==> src/design/card_pin_defines.vh <==
`ifndef CARD_PIN_DEFINES_VH
`define CARD_PIN_DEFINES_VH
// ----------------------------------------------------------------------
// interface personalities
// ----------------------------------------------------------------------
`define MODE_MEM      2'h0
`define MODE_IO       2'h1
`define MODE_IDE      2'h2
// ----------------------------------------------------------------------
// target space codes reported on targetSpace
// ----------------------------------------------------------------------
`define SPACE_NONE    3'h0
`define SPACE_ATTRIB  3'h1
`define SPACE_COMMON  3'h2
`define SPACE_IOPORT  3'h3
`define SPACE_TASK    3'h4
`define SPACE_CTRL    3'h5
// ----------------------------------------------------------------------
// attribute space split: config registers at and above this address
// ----------------------------------------------------------------------
`define CFG_BASE      11'h200
// ----------------------------------------------------------------------
// status change enable bit in the config/status word
// ----------------------------------------------------------------------
`define CSR_SIGCHG_BIT 3
`define CSR_RESET     8'h00
// ----------------------------------------------------------------------
// byte lane codes: none, even, odd, word, odd-on-low-lanes
// ----------------------------------------------------------------------
`define LANE_NONE     3'h0
`define LANE_EVEN     3'h1
`define LANE_ODD      3'h2
`define LANE_WORD     3'h3
`define LANE_ODDLOW   3'h4
`endif

==> src/design/pin_sync.v <==
`timescale 1ns/1ps
`default_nettype none
// ----------------------------------------------------------------------
// two-stage synchroniser for a bundle of pin levels
// ----------------------------------------------------------------------
module pin_sync #(
  parameter W = 8
) (
  input  wire         clk,
  input  wire         rst_b,
  input  wire         ce,
  input  wire [W-1:0] resetVal,
  input  wire [W-1:0] pinIn,
  output reg  [W-1:0] syncOut
);
  reg [W-1:0] meta_q;

  // first stage feeds only the second
  always @(posedge clk) begin
    if (!rst_b) begin
      meta_q  <= resetVal;
      syncOut <= resetVal;
    end else if (ce) begin
      meta_q  <= pinIn;
      syncOut <= meta_q;
    end
  end
endmodule // pin_sync
`default_nettype wire

==> src/design/card_ide_host_pin_decode.v <==
// How it works
// RQ1 - card modes decode eleven address lines and reg select to three spaces
// RQ2 - IDE mode uses three low address bits for eight task registers
// RQ3 - host grounds upper address lines in IDE mode
// RQ4 - memory mode holds battery status one high
// RQ5 - I/O mode pulls status change low on ready or protect change if enabled
// RQ6 - memory mode drives battery status two high
// RQ7 - I/O mode drives speaker line high
// RQ8 - IDE mode pass-diagnostic line is bidirectional handshake
// RQ9 - IDE mode activity/slave-present line is bidirectional handshake
// RQ10 - card enables both select the card and pick byte or word
// RQ11 - second enable hits odd byte; first enable uses A0
// RQ12 - eight-bit hosts reach every byte over low lanes
// RQ13 - IDE chip select zero picks task file group
// RQ14 - IDE chip select one picks alternate status and device control
// RQ15 - grounded cable select makes master, open makes slave
// RQ16 - IDE task registers use low byte, data transfers full word
// RQ17 - I/O mode asserts input acknowledge when answering an I/O read
// RQ18 - read data driven only while the selected read strobe (I/O or memory) is low
// RQ19 - first enable alone gives even or odd by A0; both give word
// RQ20 - no enable or select means data undriven and strobes ignored
`timescale 1ns/1ps
`default_nettype none
`include "card_pin_defines.vh"
module card_ide_host_pin_decode (
  input  wire        clk,
  input  wire        rst_b,
  input  wire        ce,
  input  wire [1:0]  mode,
  input  wire [7:0]  cfgStatus,
  input  wire        readyLevel,
  input  wire        protectLevel,
  input  wire        dataPortSel,
  input  wire [15:0] readData,
  input  wire [10:0] addrPin,
  input  wire        regSelPin_b,
  input  wire        cardEn1Pin_b,
  input  wire        cardEn2Pin_b,
  input  wire        ioRdPin_b,
  input  wire        ioWrPin_b,
  input  wire        memRdPin_b,
  input  wire        memWrPin_b,
  input  wire        cableSelPin_b,
  input  wire        diagIn_b,
  input  wire        activeIn_b,
  input  wire        driveBusy,
  input  wire        diagPass,
  output reg  [15:0] dataOut,
  output reg  [1:0]  dataOe,
  output reg         inAckPin_b,
  output reg         bvd1Out,
  output reg         bvd1Oe,
  output reg         bvd2Out,
  output reg         bvd2Oe,
  output reg         isMaster,
  output reg         peerDiagOk,
  output reg         peerActive,
  output reg  [2:0]  targetSpace,
  output reg  [10:0] regAddr,
  output reg  [2:0]  laneSel,
  output reg         rdStrobe,
  output reg         wrStrobe
);
  // ----------------------------------------------------------------------
  // pin synchronisers
  // ----------------------------------------------------------------------
  wire [20:0] pinRaw = {addrPin, regSelPin_b, cardEn1Pin_b, cardEn2Pin_b,
                        ioRdPin_b, ioWrPin_b, memRdPin_b, memWrPin_b,
                        cableSelPin_b, diagIn_b, activeIn_b};
  wire [20:0] pinS;

  pin_sync #(.W(21)) u_sync (
    .clk      (clk),
    .rst_b    (rst_b),
    .ce       (ce),
    .resetVal ({21{1'b1}}),
    .pinIn    (pinRaw),
    .syncOut  (pinS)
  );

  wire [10:0] addrS   = pinS[20:10];
  wire        regS_b  = pinS[9];
  wire        en1S_b  = pinS[8];
  wire        en2S_b  = pinS[7];
  wire        iordS_b = pinS[6];
  wire        iowrS_b = pinS[5];
  wire        mrdS_b  = pinS[4];
  wire        mwrS_b  = pinS[3];
  wire        cselS_b = pinS[2];
  wire        diagS_b = pinS[1];
  wire        actS_b  = pinS[0];

  wire isIde = (mode == `MODE_IDE);
  wire isIo  = (mode == `MODE_IO);
  wire isMem = (mode == `MODE_MEM);

  // ----------------------------------------------------------------------
  // byte lane choice from enables and A0
  // ----------------------------------------------------------------------
  function [2:0] laneOf;
    input e1b;
    input e2b;
    input a0;
    begin
      case ({e2b, e1b})
        2'b00:   laneOf = `LANE_WORD;
        2'b10:   laneOf = a0 ? `LANE_ODDLOW : `LANE_EVEN;
        2'b01:   laneOf = `LANE_ODD;
        default: laneOf = `LANE_NONE;
      endcase
    end
  endfunction

  // ----------------------------------------------------------------------
  // decode of space, address, lanes
  // ----------------------------------------------------------------------
  reg [2:0]  space_d;
  reg [10:0] addr_d;
  reg [2:0]  lane_d;
  reg        sel_d;
  reg        rdAct_d;
  reg        wrAct_d;

  // IDE gets its own decode; memory and I/O modes share one, told apart by isIo
  always @* begin
    space_d = `SPACE_NONE;
    addr_d  = 11'h000;
    lane_d  = `LANE_NONE;
    sel_d   = 1'b0;
    rdAct_d = 1'b0;
    wrAct_d = 1'b0;
    if (isIde) begin
      // RQ2 three low bits; upper ignored (RQ3 host grounds them)
      addr_d = {8'h00, addrS[2:0]};
      // RQ13 RQ14 chip select groups
      if (!en1S_b) begin
        space_d = `SPACE_TASK;
        sel_d   = 1'b1;
      end else if (!en2S_b) begin
        space_d = `SPACE_CTRL;
        sel_d   = 1'b1;
      end
      // RQ16 data port full word, task regs low byte
      if (sel_d)
        lane_d = (dataPortSel && space_d == `SPACE_TASK) ?
                 `LANE_WORD : `LANE_EVEN;
      rdAct_d = sel_d && !iordS_b;
      wrAct_d = sel_d && !iowrS_b;
    end else begin
      // RQ10 RQ11 RQ19 enables select card and width
      lane_d = laneOf(en1S_b, en2S_b, addrS[0]);
      sel_d  = (lane_d != `LANE_NONE);
      addr_d = addrS;
      // RQ1 reg select, with the I/O strobes in I/O mode, picks the space
      if (sel_d) begin
        if (isIo && !regS_b && (!iordS_b || !iowrS_b))
          space_d = `SPACE_IOPORT;
        else if (!regS_b)
          space_d = `SPACE_ATTRIB;
        else
          space_d = `SPACE_COMMON;
      end
      if (space_d == `SPACE_IOPORT) begin
        rdAct_d = !iordS_b;
        wrAct_d = !iowrS_b;
      end else begin
        rdAct_d = sel_d && !mrdS_b;
        wrAct_d = sel_d && !mwrS_b;
      end
    end
  end

  // ----------------------------------------------------------------------
  // status change latch for I/O mode
  // ----------------------------------------------------------------------
  reg  rdy_q;
  reg  wp_q;
  reg  chg_q;
  wire chgEvent = (readyLevel != rdy_q) || (protectLevel != wp_q);
  // config write clears; a change in the same cycle wins
  wire csrWrite = wrAct_d && (space_d == `SPACE_ATTRIB) &&
                  (addr_d >= `CFG_BASE);

  always @(posedge clk) begin
    if (!rst_b) begin
      // take live levels so no false change follows reset
      rdy_q <= readyLevel;
      wp_q  <= protectLevel;
      chg_q <= 1'b0;
    end else if (ce) begin
      rdy_q <= readyLevel;
      wp_q  <= protectLevel;
      if (chgEvent)
        chg_q <= 1'b1;
      else if (csrWrite)
        chg_q <= 1'b0;
    end
  end

  // ----------------------------------------------------------------------
  // registered outputs
  // ----------------------------------------------------------------------
  always @(posedge clk) begin
    if (!rst_b) begin
      dataOut     <= 16'h0000;
      dataOe      <= 2'h0;
      inAckPin_b  <= 1'b1;
      bvd1Out     <= 1'b1;
      bvd1Oe      <= 1'b0;
      bvd2Out     <= 1'b1;
      bvd2Oe      <= 1'b0;
      isMaster    <= 1'b0;
      peerDiagOk  <= 1'b0;
      peerActive  <= 1'b0;
      targetSpace <= `SPACE_NONE;
      regAddr     <= 11'h000;
      laneSel     <= `LANE_NONE;
      rdStrobe    <= 1'b0;
      wrStrobe    <= 1'b0;
    end else if (ce) begin
      targetSpace <= space_d;
      regAddr     <= addr_d;
      laneSel     <= lane_d;
      // RQ20 no select, strobes ignored
      rdStrobe    <= rdAct_d;
      wrStrobe    <= wrAct_d;
      // RQ17 acknowledge I/O reads only
      inAckPin_b  <= !(isIo && space_d == `SPACE_IOPORT && rdAct_d);
      // RQ18 RQ20 drive data only during a selected read
      dataOe <= 2'h0;
      dataOut <= readData;
      if (rdAct_d) begin
        case (lane_d)
          `LANE_WORD:   dataOe <= 2'h3;
          `LANE_EVEN:   dataOe <= 2'h1;
          `LANE_ODD:    dataOe <= 2'h2;
          // RQ12 odd byte steered to low lanes
          `LANE_ODDLOW: begin
            dataOe  <= 2'h1;
            dataOut <= {readData[15:8], readData[15:8]};
          end
          default:      dataOe <= 2'h0;
        endcase
      end
      // RQ15 strap resampled on every enabled clock through the synchroniser
      isMaster <= isIde && !cselS_b;
      // RQ8 RQ9 handshake lines open-drain in IDE mode
      peerDiagOk <= isIde && !diagS_b;
      peerActive <= isIde && !actS_b;
      case (mode)
        // RQ4 RQ6 battery lines held high
        `MODE_MEM: begin
          bvd1Out <= 1'b1;
          bvd1Oe  <= 1'b1;
          bvd2Out <= 1'b1;
          bvd2Oe  <= 1'b1;
        end
        `MODE_IO: begin
          // RQ5 gated status change, low when enabled
          bvd1Out <= !(chg_q && cfgStatus[`CSR_SIGCHG_BIT]);
          bvd1Oe  <= 1'b1;
          // RQ7 speaker held high
          bvd2Out <= 1'b1;
          bvd2Oe  <= 1'b1;
        end
        `MODE_IDE: begin
          bvd1Out <= 1'b0;
          bvd1Oe  <= diagPass;
          bvd2Out <= 1'b0;
          bvd2Oe  <= driveBusy;
        end
        default: begin
          bvd1Out <= 1'b1;
          bvd1Oe  <= 1'b0;
          bvd2Out <= 1'b1;
          bvd2Oe  <= 1'b0;
        end
      endcase
    end
  end
endmodule // card_ide_host_pin_decode
`default_nettype wire

==> config.mk <==
export PLATFORM = sky130hd
export DESIGN_NAME = card_ide_host_pin_decode
export DESIGN_NICKNAME = d
export VERILOG_FILES = /design/src/design/pin_sync.v /design/src/design/card_ide_host_pin_decode.v
export VERILOG_INCLUDE_DIRS = /design/src /design/src/design
export SDC_FILE = /design/constraint.sdc
export NUM_CORES = 1
export LEC_CHECK = 0
export BUFFER_PORTS_ARGS = -buffer_cell sky130_fd_sc_hd__buf_2
export CAP_MARGIN = 20
export CORE_ASPECT_RATIO = 0.8
export CORE_MARGIN = 2
export CORE_UTILIZATION = 55
export DETAILED_ROUTE_END_ITERATION = 10
export GPL_ROUTABILITY_DRIVEN = 1
export GPL_TIMING_DRIVEN = 0
export PLACE_DENSITY = 0.93
export RECOVER_POWER = 50
export SLEW_MARGIN = 30
export SYNTH_ARGS = -nofsm -noshare
export SYNTH_HDL_FRONTEND = slang
export SYNTH_SLANG_ARGS = --single-unit
==> constraint.sdc <==
create_clock -name clk -period 3.75 [get_ports clk]
set_input_delay 0.1875 -clock clk [delete_from_list [all_inputs] [get_ports clk]]
set_output_delay 0.1875 -clock clk [all_outputs]
set_load 0.01 [all_outputs]
Word level (Yosys, flattened, before mapping) --
Cells that the tools add are included.
Cells by class: order comparisons 1, equal/unequal tests 15, mux-type cells 36, reductions and logical operators 34
Operators with widths (count):
- 3-bit two-way mux | 8
- 8-bit two-way mux | 2
- 1-bit logical AND | 15
- 1-bit two-way mux | 14
- 3-bit by 2-bit == test with 1-bit output (second input constant) | 4
- 2-bit two-way mux | 6
- 11-bit by 10-bit >= comparator with 1-bit output (second input constant) | 1
- 11-bit two-way mux | 1
- 1-bit logical NOT | 10
- 3-bit one-hot mux with 3 select lines | 1
- 3-bit by 1-bit == test with 1-bit output (second input constant) | 2
- 3-bit == test (second input constant) | 2
- 1-bit one-hot mux with 2 select lines | 3
- 2-bit one-hot mux with 3 select lines | 1
- 2-bit by 1-bit == test with 1-bit output (second input constant) | 2
- 2-bit == test (second input constant) | 2
- 2-bit logical NOT | 2
- 2-bit OR reduction | 2
- 3-bit nonzero test | 1
- 1-bit logical OR | 2
- 1-bit != test | 2
- 2-bit by 1-bit != test with 1-bit output (second input constant) | 1
- 2-bit AND reduction | 1
- 2-bit nonzero test | 1
Word-level totals: bits in registers 90, bits of input ports 55, output and inout port bits 45, word-level logic and storage cells 106

Depth between registers and ports, before layout --
depth after elaboration 13, mapped depth 7, mapped depth without buffers 4

By module --
A second synthesis with hierarchy kept.
Unflattened totals: cells, all modules 306, area, all modules 4011.3 µm²
Modules (own cells, without submodules):
- card_ide_host_pin_decode | times used 1, cells an instance 216, area each 2033.2 µm², seq. area each 980.9 µm²
- pin_sync | times used 1, cells an instance 90, area each 1978.1 µm², seq. area each 1261.2 µm²

Least setup slack after synthesis --
Ideal clock, no wire load.
path kind register to register, from register u_sync.syncOut[9], to register dataOut[0], arrival 1.258 ns, required time 3.631 ns, path slack 2.373 ns, stages on the path, launching flop included 5, buffers on the path 0, path through dfxtp_1 -> or3b_4 -> o22a_1 -> o21ai_1 -> a21oi_1
On the way: cells in the longest elaborated chain, start to end 10, elaborated cells on any way between the ends 11, classes of those cells eq/ne (1); mux (7); reduce/logical (3)
RTL lines:
- start, declared | RTL line pin_sync.v:14 | output reg [W-1:0] syncOut
- start signal, assigned | RTL line pin_sync.v:22 | syncOut <= resetVal;
- start signal, assigned | RTL line pin_sync.v:25 | syncOut <= meta_q;
- 1-bit logical NOT
- 1-bit logical AND (2 in a row) | RTL line card_ide_host_pin_decode.v:156 | if (isIo && !regS_b && (!iordS_b || !iowrS_b))
- 2-bit two-way mux (*) | RTL line card_ide_host_pin_decode.v:156
- 2-bit two-way mux (*) | RTL line card_ide_host_pin_decode.v:155 | if (sel_d) begin
- 3-bit two-way mux (*) | RTL line card_ide_host_pin_decode.v:132 | if (isIde) begin
- 3-bit by 2-bit == test with 1-bit output (no source line) (*)
- 1-bit two-way mux (*) | RTL line card_ide_host_pin_decode.v:163 | if (space_d == `SPACE_IOPORT) begin
- 1-bit two-way mux (*) | RTL line card_ide_host_pin_decode.v:132
- 8-bit two-way mux (*) | RTL line card_ide_host_pin_decode.v:232 | if (rdAct_d) begin
- end signal, assigned | RTL line card_ide_host_pin_decode.v:231 | dataOut <= readData;
- end signal, assigned | RTL line card_ide_host_pin_decode.v:240 | dataOut <= {readData[15:8], readData[15:8]};
- end, declared | RTL line card_ide_host_pin_decode.v:48 | output reg [15:0] dataOut,
Every way passes the cells marked *; elsewhere a longest branch is shown, timed or not. The select of a mux whose other input is x is not followed. A chain may end at the register's enable or synchronous reset.

Worst setup path after layout --
from register u_sync.syncOut[9], to register dataOut[7]
Same word-level chain as after synthesis.

==> results.toml <==
[synthesis]
yosysTopAreaCell = "dfxtp_1"
synth_area_per_cell_sq_um = 9.62
syn-num-nets = 413
synth_area_sq_um = 3440
ys_top_cells_by_area = "dfxtp_1, mux2i_1, nand2_1"
synth_top_area_share_pct = 51.1
synth_cell_types = 37
yosysSeqAreaShare_pct = 52.9
synthCells = 358
synth_seq_cells = 90
synth_warnings = 0

[setup_path]
rr_startpoint = "u_sync.syncOut[9]"
arrival_ns = 1.85
endpoint_kind = "register"
crit_required_ns = 4.00
worstSetupPathType = "reg -> reg"
cp-start-kind = "register"
cp_max_fo = 8
cp-startpoint = "u_sync.syncOut[9]"

[final_layout]
regArea_sq_um = 1820
drive_gt1_share_pct = 14.0
final_cell_area_sq_um = 4120
multiInputGateArea_sq_um = 1500
final_nets = 515
layout_commonest_cell = "dfxtp_1"
syn2layout_area_growth_pct = 19.7
fin_cells = 545
final_cell_mix = "dfxtp_1, clkbuf_1, nand2_1"
num_antenna_cells = 0
fillers = 508

[placement]
globalplace.congestion = 0.851
port_buffers = 91
dp.cells = 530
dp_hpwl_microns = 6420
dpl_cell_area_sq_um = 4000

[global_route]
grt_max_degree = 14
antenna_found_initial = 0
grt_pass1_vias = 2968
overflow = 0
grt_usage_pct = 27.0
grt_pass1_wl_microns = 14200

[route]
drt-total-wl_microns = 8830
drtPass1Iterations = 4
final_antenna_net_count = 0
viasPerCell = 5.50
wire_per_inst_microns = 16.2
vias = 3000
dr.first_iter.drc_count = 189
drc_errors = 0

[sta]
max-slew-margin-rel_pct = 49.2
setup_viol = 0
timing.final.max_slew_violations = 0
rsz0062_at_grt = "no"
clock_skew_ns = 0.0116
timing.fmax_ghz = 0.625
period_share_pct = 42.7
hold_viol = 0
tightestPinTransition_ns = 0.762
fin_tns_setup_ns = 0
post-route-min-period_ns = 1.60

[floorplanning]
die_h_microns = 74.8
die-area_sq_um = 6920
io_pins = 100
rows = 25
start_util_pct = 57.7
die_x_microns = 92.5
core_area_sq_um = 5970

[clocking]
ctsHtreeMaxLevel = 3
ctsResizeCount = 0
clock-sinks = 90
cts_tree = "done"
cts-hold-fix-buffers = 0
cts_root_buf = "clkbuf_8"
path_clk_slew_ns = 0.08
cts_buffers = 9
postCtsSetupBuffers = 0
clk_latency_ns = 0.36
clk_path_buf_depth = 2

[min_path]
hp-class = "in -> reg"
hold_start = "memWrPin_b"

[run]
max_cap_violations = 0

[power_and_ir_drop]
leakage_nw = 1.73
p_per_area_nw_per_um2 = 463
ir_drop_mv = 0.270

[outcome]
status = "finished, final reports clean"
==> per-stage QoR <==
stage / power, mW / worst slack (ns) / hold WS, ns / utilization (%)
6_report: 1.91 / 2.15 / 0.0431 / 69.0
5_1_grt: 1.98 / 2.07 / 0.0386 / 69.0
4_1_cts: 1.92 / 2.18 / 0.0214 / 70.1
3_5_place_dp: 1.29 / 2.20 / 0.402 / 67.0
3_3_place_gp: 1.28 / 2.24 / 0.395 / 67.0
2_1_floorplan: 1.20 / 2.37 / 0.286 / -
==> state kept, by name, summed over array words and instances, names as in the netlist, 2 cells and up <==
register	count
laneSel	3
regAddr	11
u_sync.syncOut	21
u_sync.meta_q	21
dataOe	2
targetSpace	3
dataOut	16
==> cell usage after synthesis, drive strengths merged <==
library cell,instances
inv,5
xnor2,2
nand4b,1
edfxtp,2
o22a,2
nand2,53
a31oi,11
and2,1
dfxtp,88
o21ai,22
a221o,1
nor4b,1
a21o,1
clkbuf,15
nand3,2
o311ai,1
nand2b,4
nand3b,1
a32oi,1
o22ai,1
buf,9
nor2,33
or3b,1
a21oi,22
o211ai,6
mux2i,51
nor3,5
a22oi,8
a211oi,3
a31o,1
nor2b,3
mux2,1
==> worst paths after layout <==
check / end / slack (ns) / depth (start not counted)
worst max-delay path: dataOut[7] / 2.15 / 4
worst min-delay path: u_sync.meta_q[3] / 0.04 / 3
worst max register to register: dataOut[7] / 2.15 / 4
worst min register to register: laneSel[0] / 0.47 / 2
==> critical path: stages (launching register included) <==
cell     delay, ns
dfxtp_1       0.43
or3b_4        0.47
o22a_1        0.33
o21ai_1       0.17
a21oi_1       0.08
==> cells by family (layout without fill, tap and decap cells) <==
kind of cell              count (synthesis)  count (layout)  share of synthesized area, %
and+or+nand+nor                         105             105                          13.4
DFF                                      90              90                          52.9
AOI/OAI and AO/OA                        80              80                          14.6
muxes                                    52              52                          15.1
buffers and inverters                    29             135                          3.45
xor gates and xnor gates                  2               2                         0.509
==> routing by layer <==
layer | up-vias | wire (microns) | global-route usage [%] | part of all wire [%]
met3 | 17 | 812 | 9.41 | 9.2
met1 | 1400 | 3870 | 34.2 | 44
met2 | 128 | 4000 | 43.7 | 45
met5 | - | 0 | 0 | 0
met4 | 0 | 141 | 9.62 | 1.6
li1 | 1455 | - | - | -
==> report_power, final <==
| group | internal [mW] | leakage (nW) | total (mW) | switching, mW |
|---|---|---|---|---|
| combinational | 0.0891 | 0.894 | 0.221 | 0.132 |
| clock | 0.324 | 0.0897 | 0.647 | 0.323 |
| sequential | 1.01 | 0.745 | 1.04 | 0.0322 |
==> cell type report <==
type / count / share of cell area (%)
inverters: 5 / 0.455
repair buffers: 91 / 9.56
well taps: 81 / 2.46
plain buffers: 24 / 2.31
flip-flops and latches: 90 / 44.2
clock inverters: 2 / 0.911
clock buffers: 13 / 3.61
multi-input cells: 239 / 36.5
(Power assumes the default switching activity.)
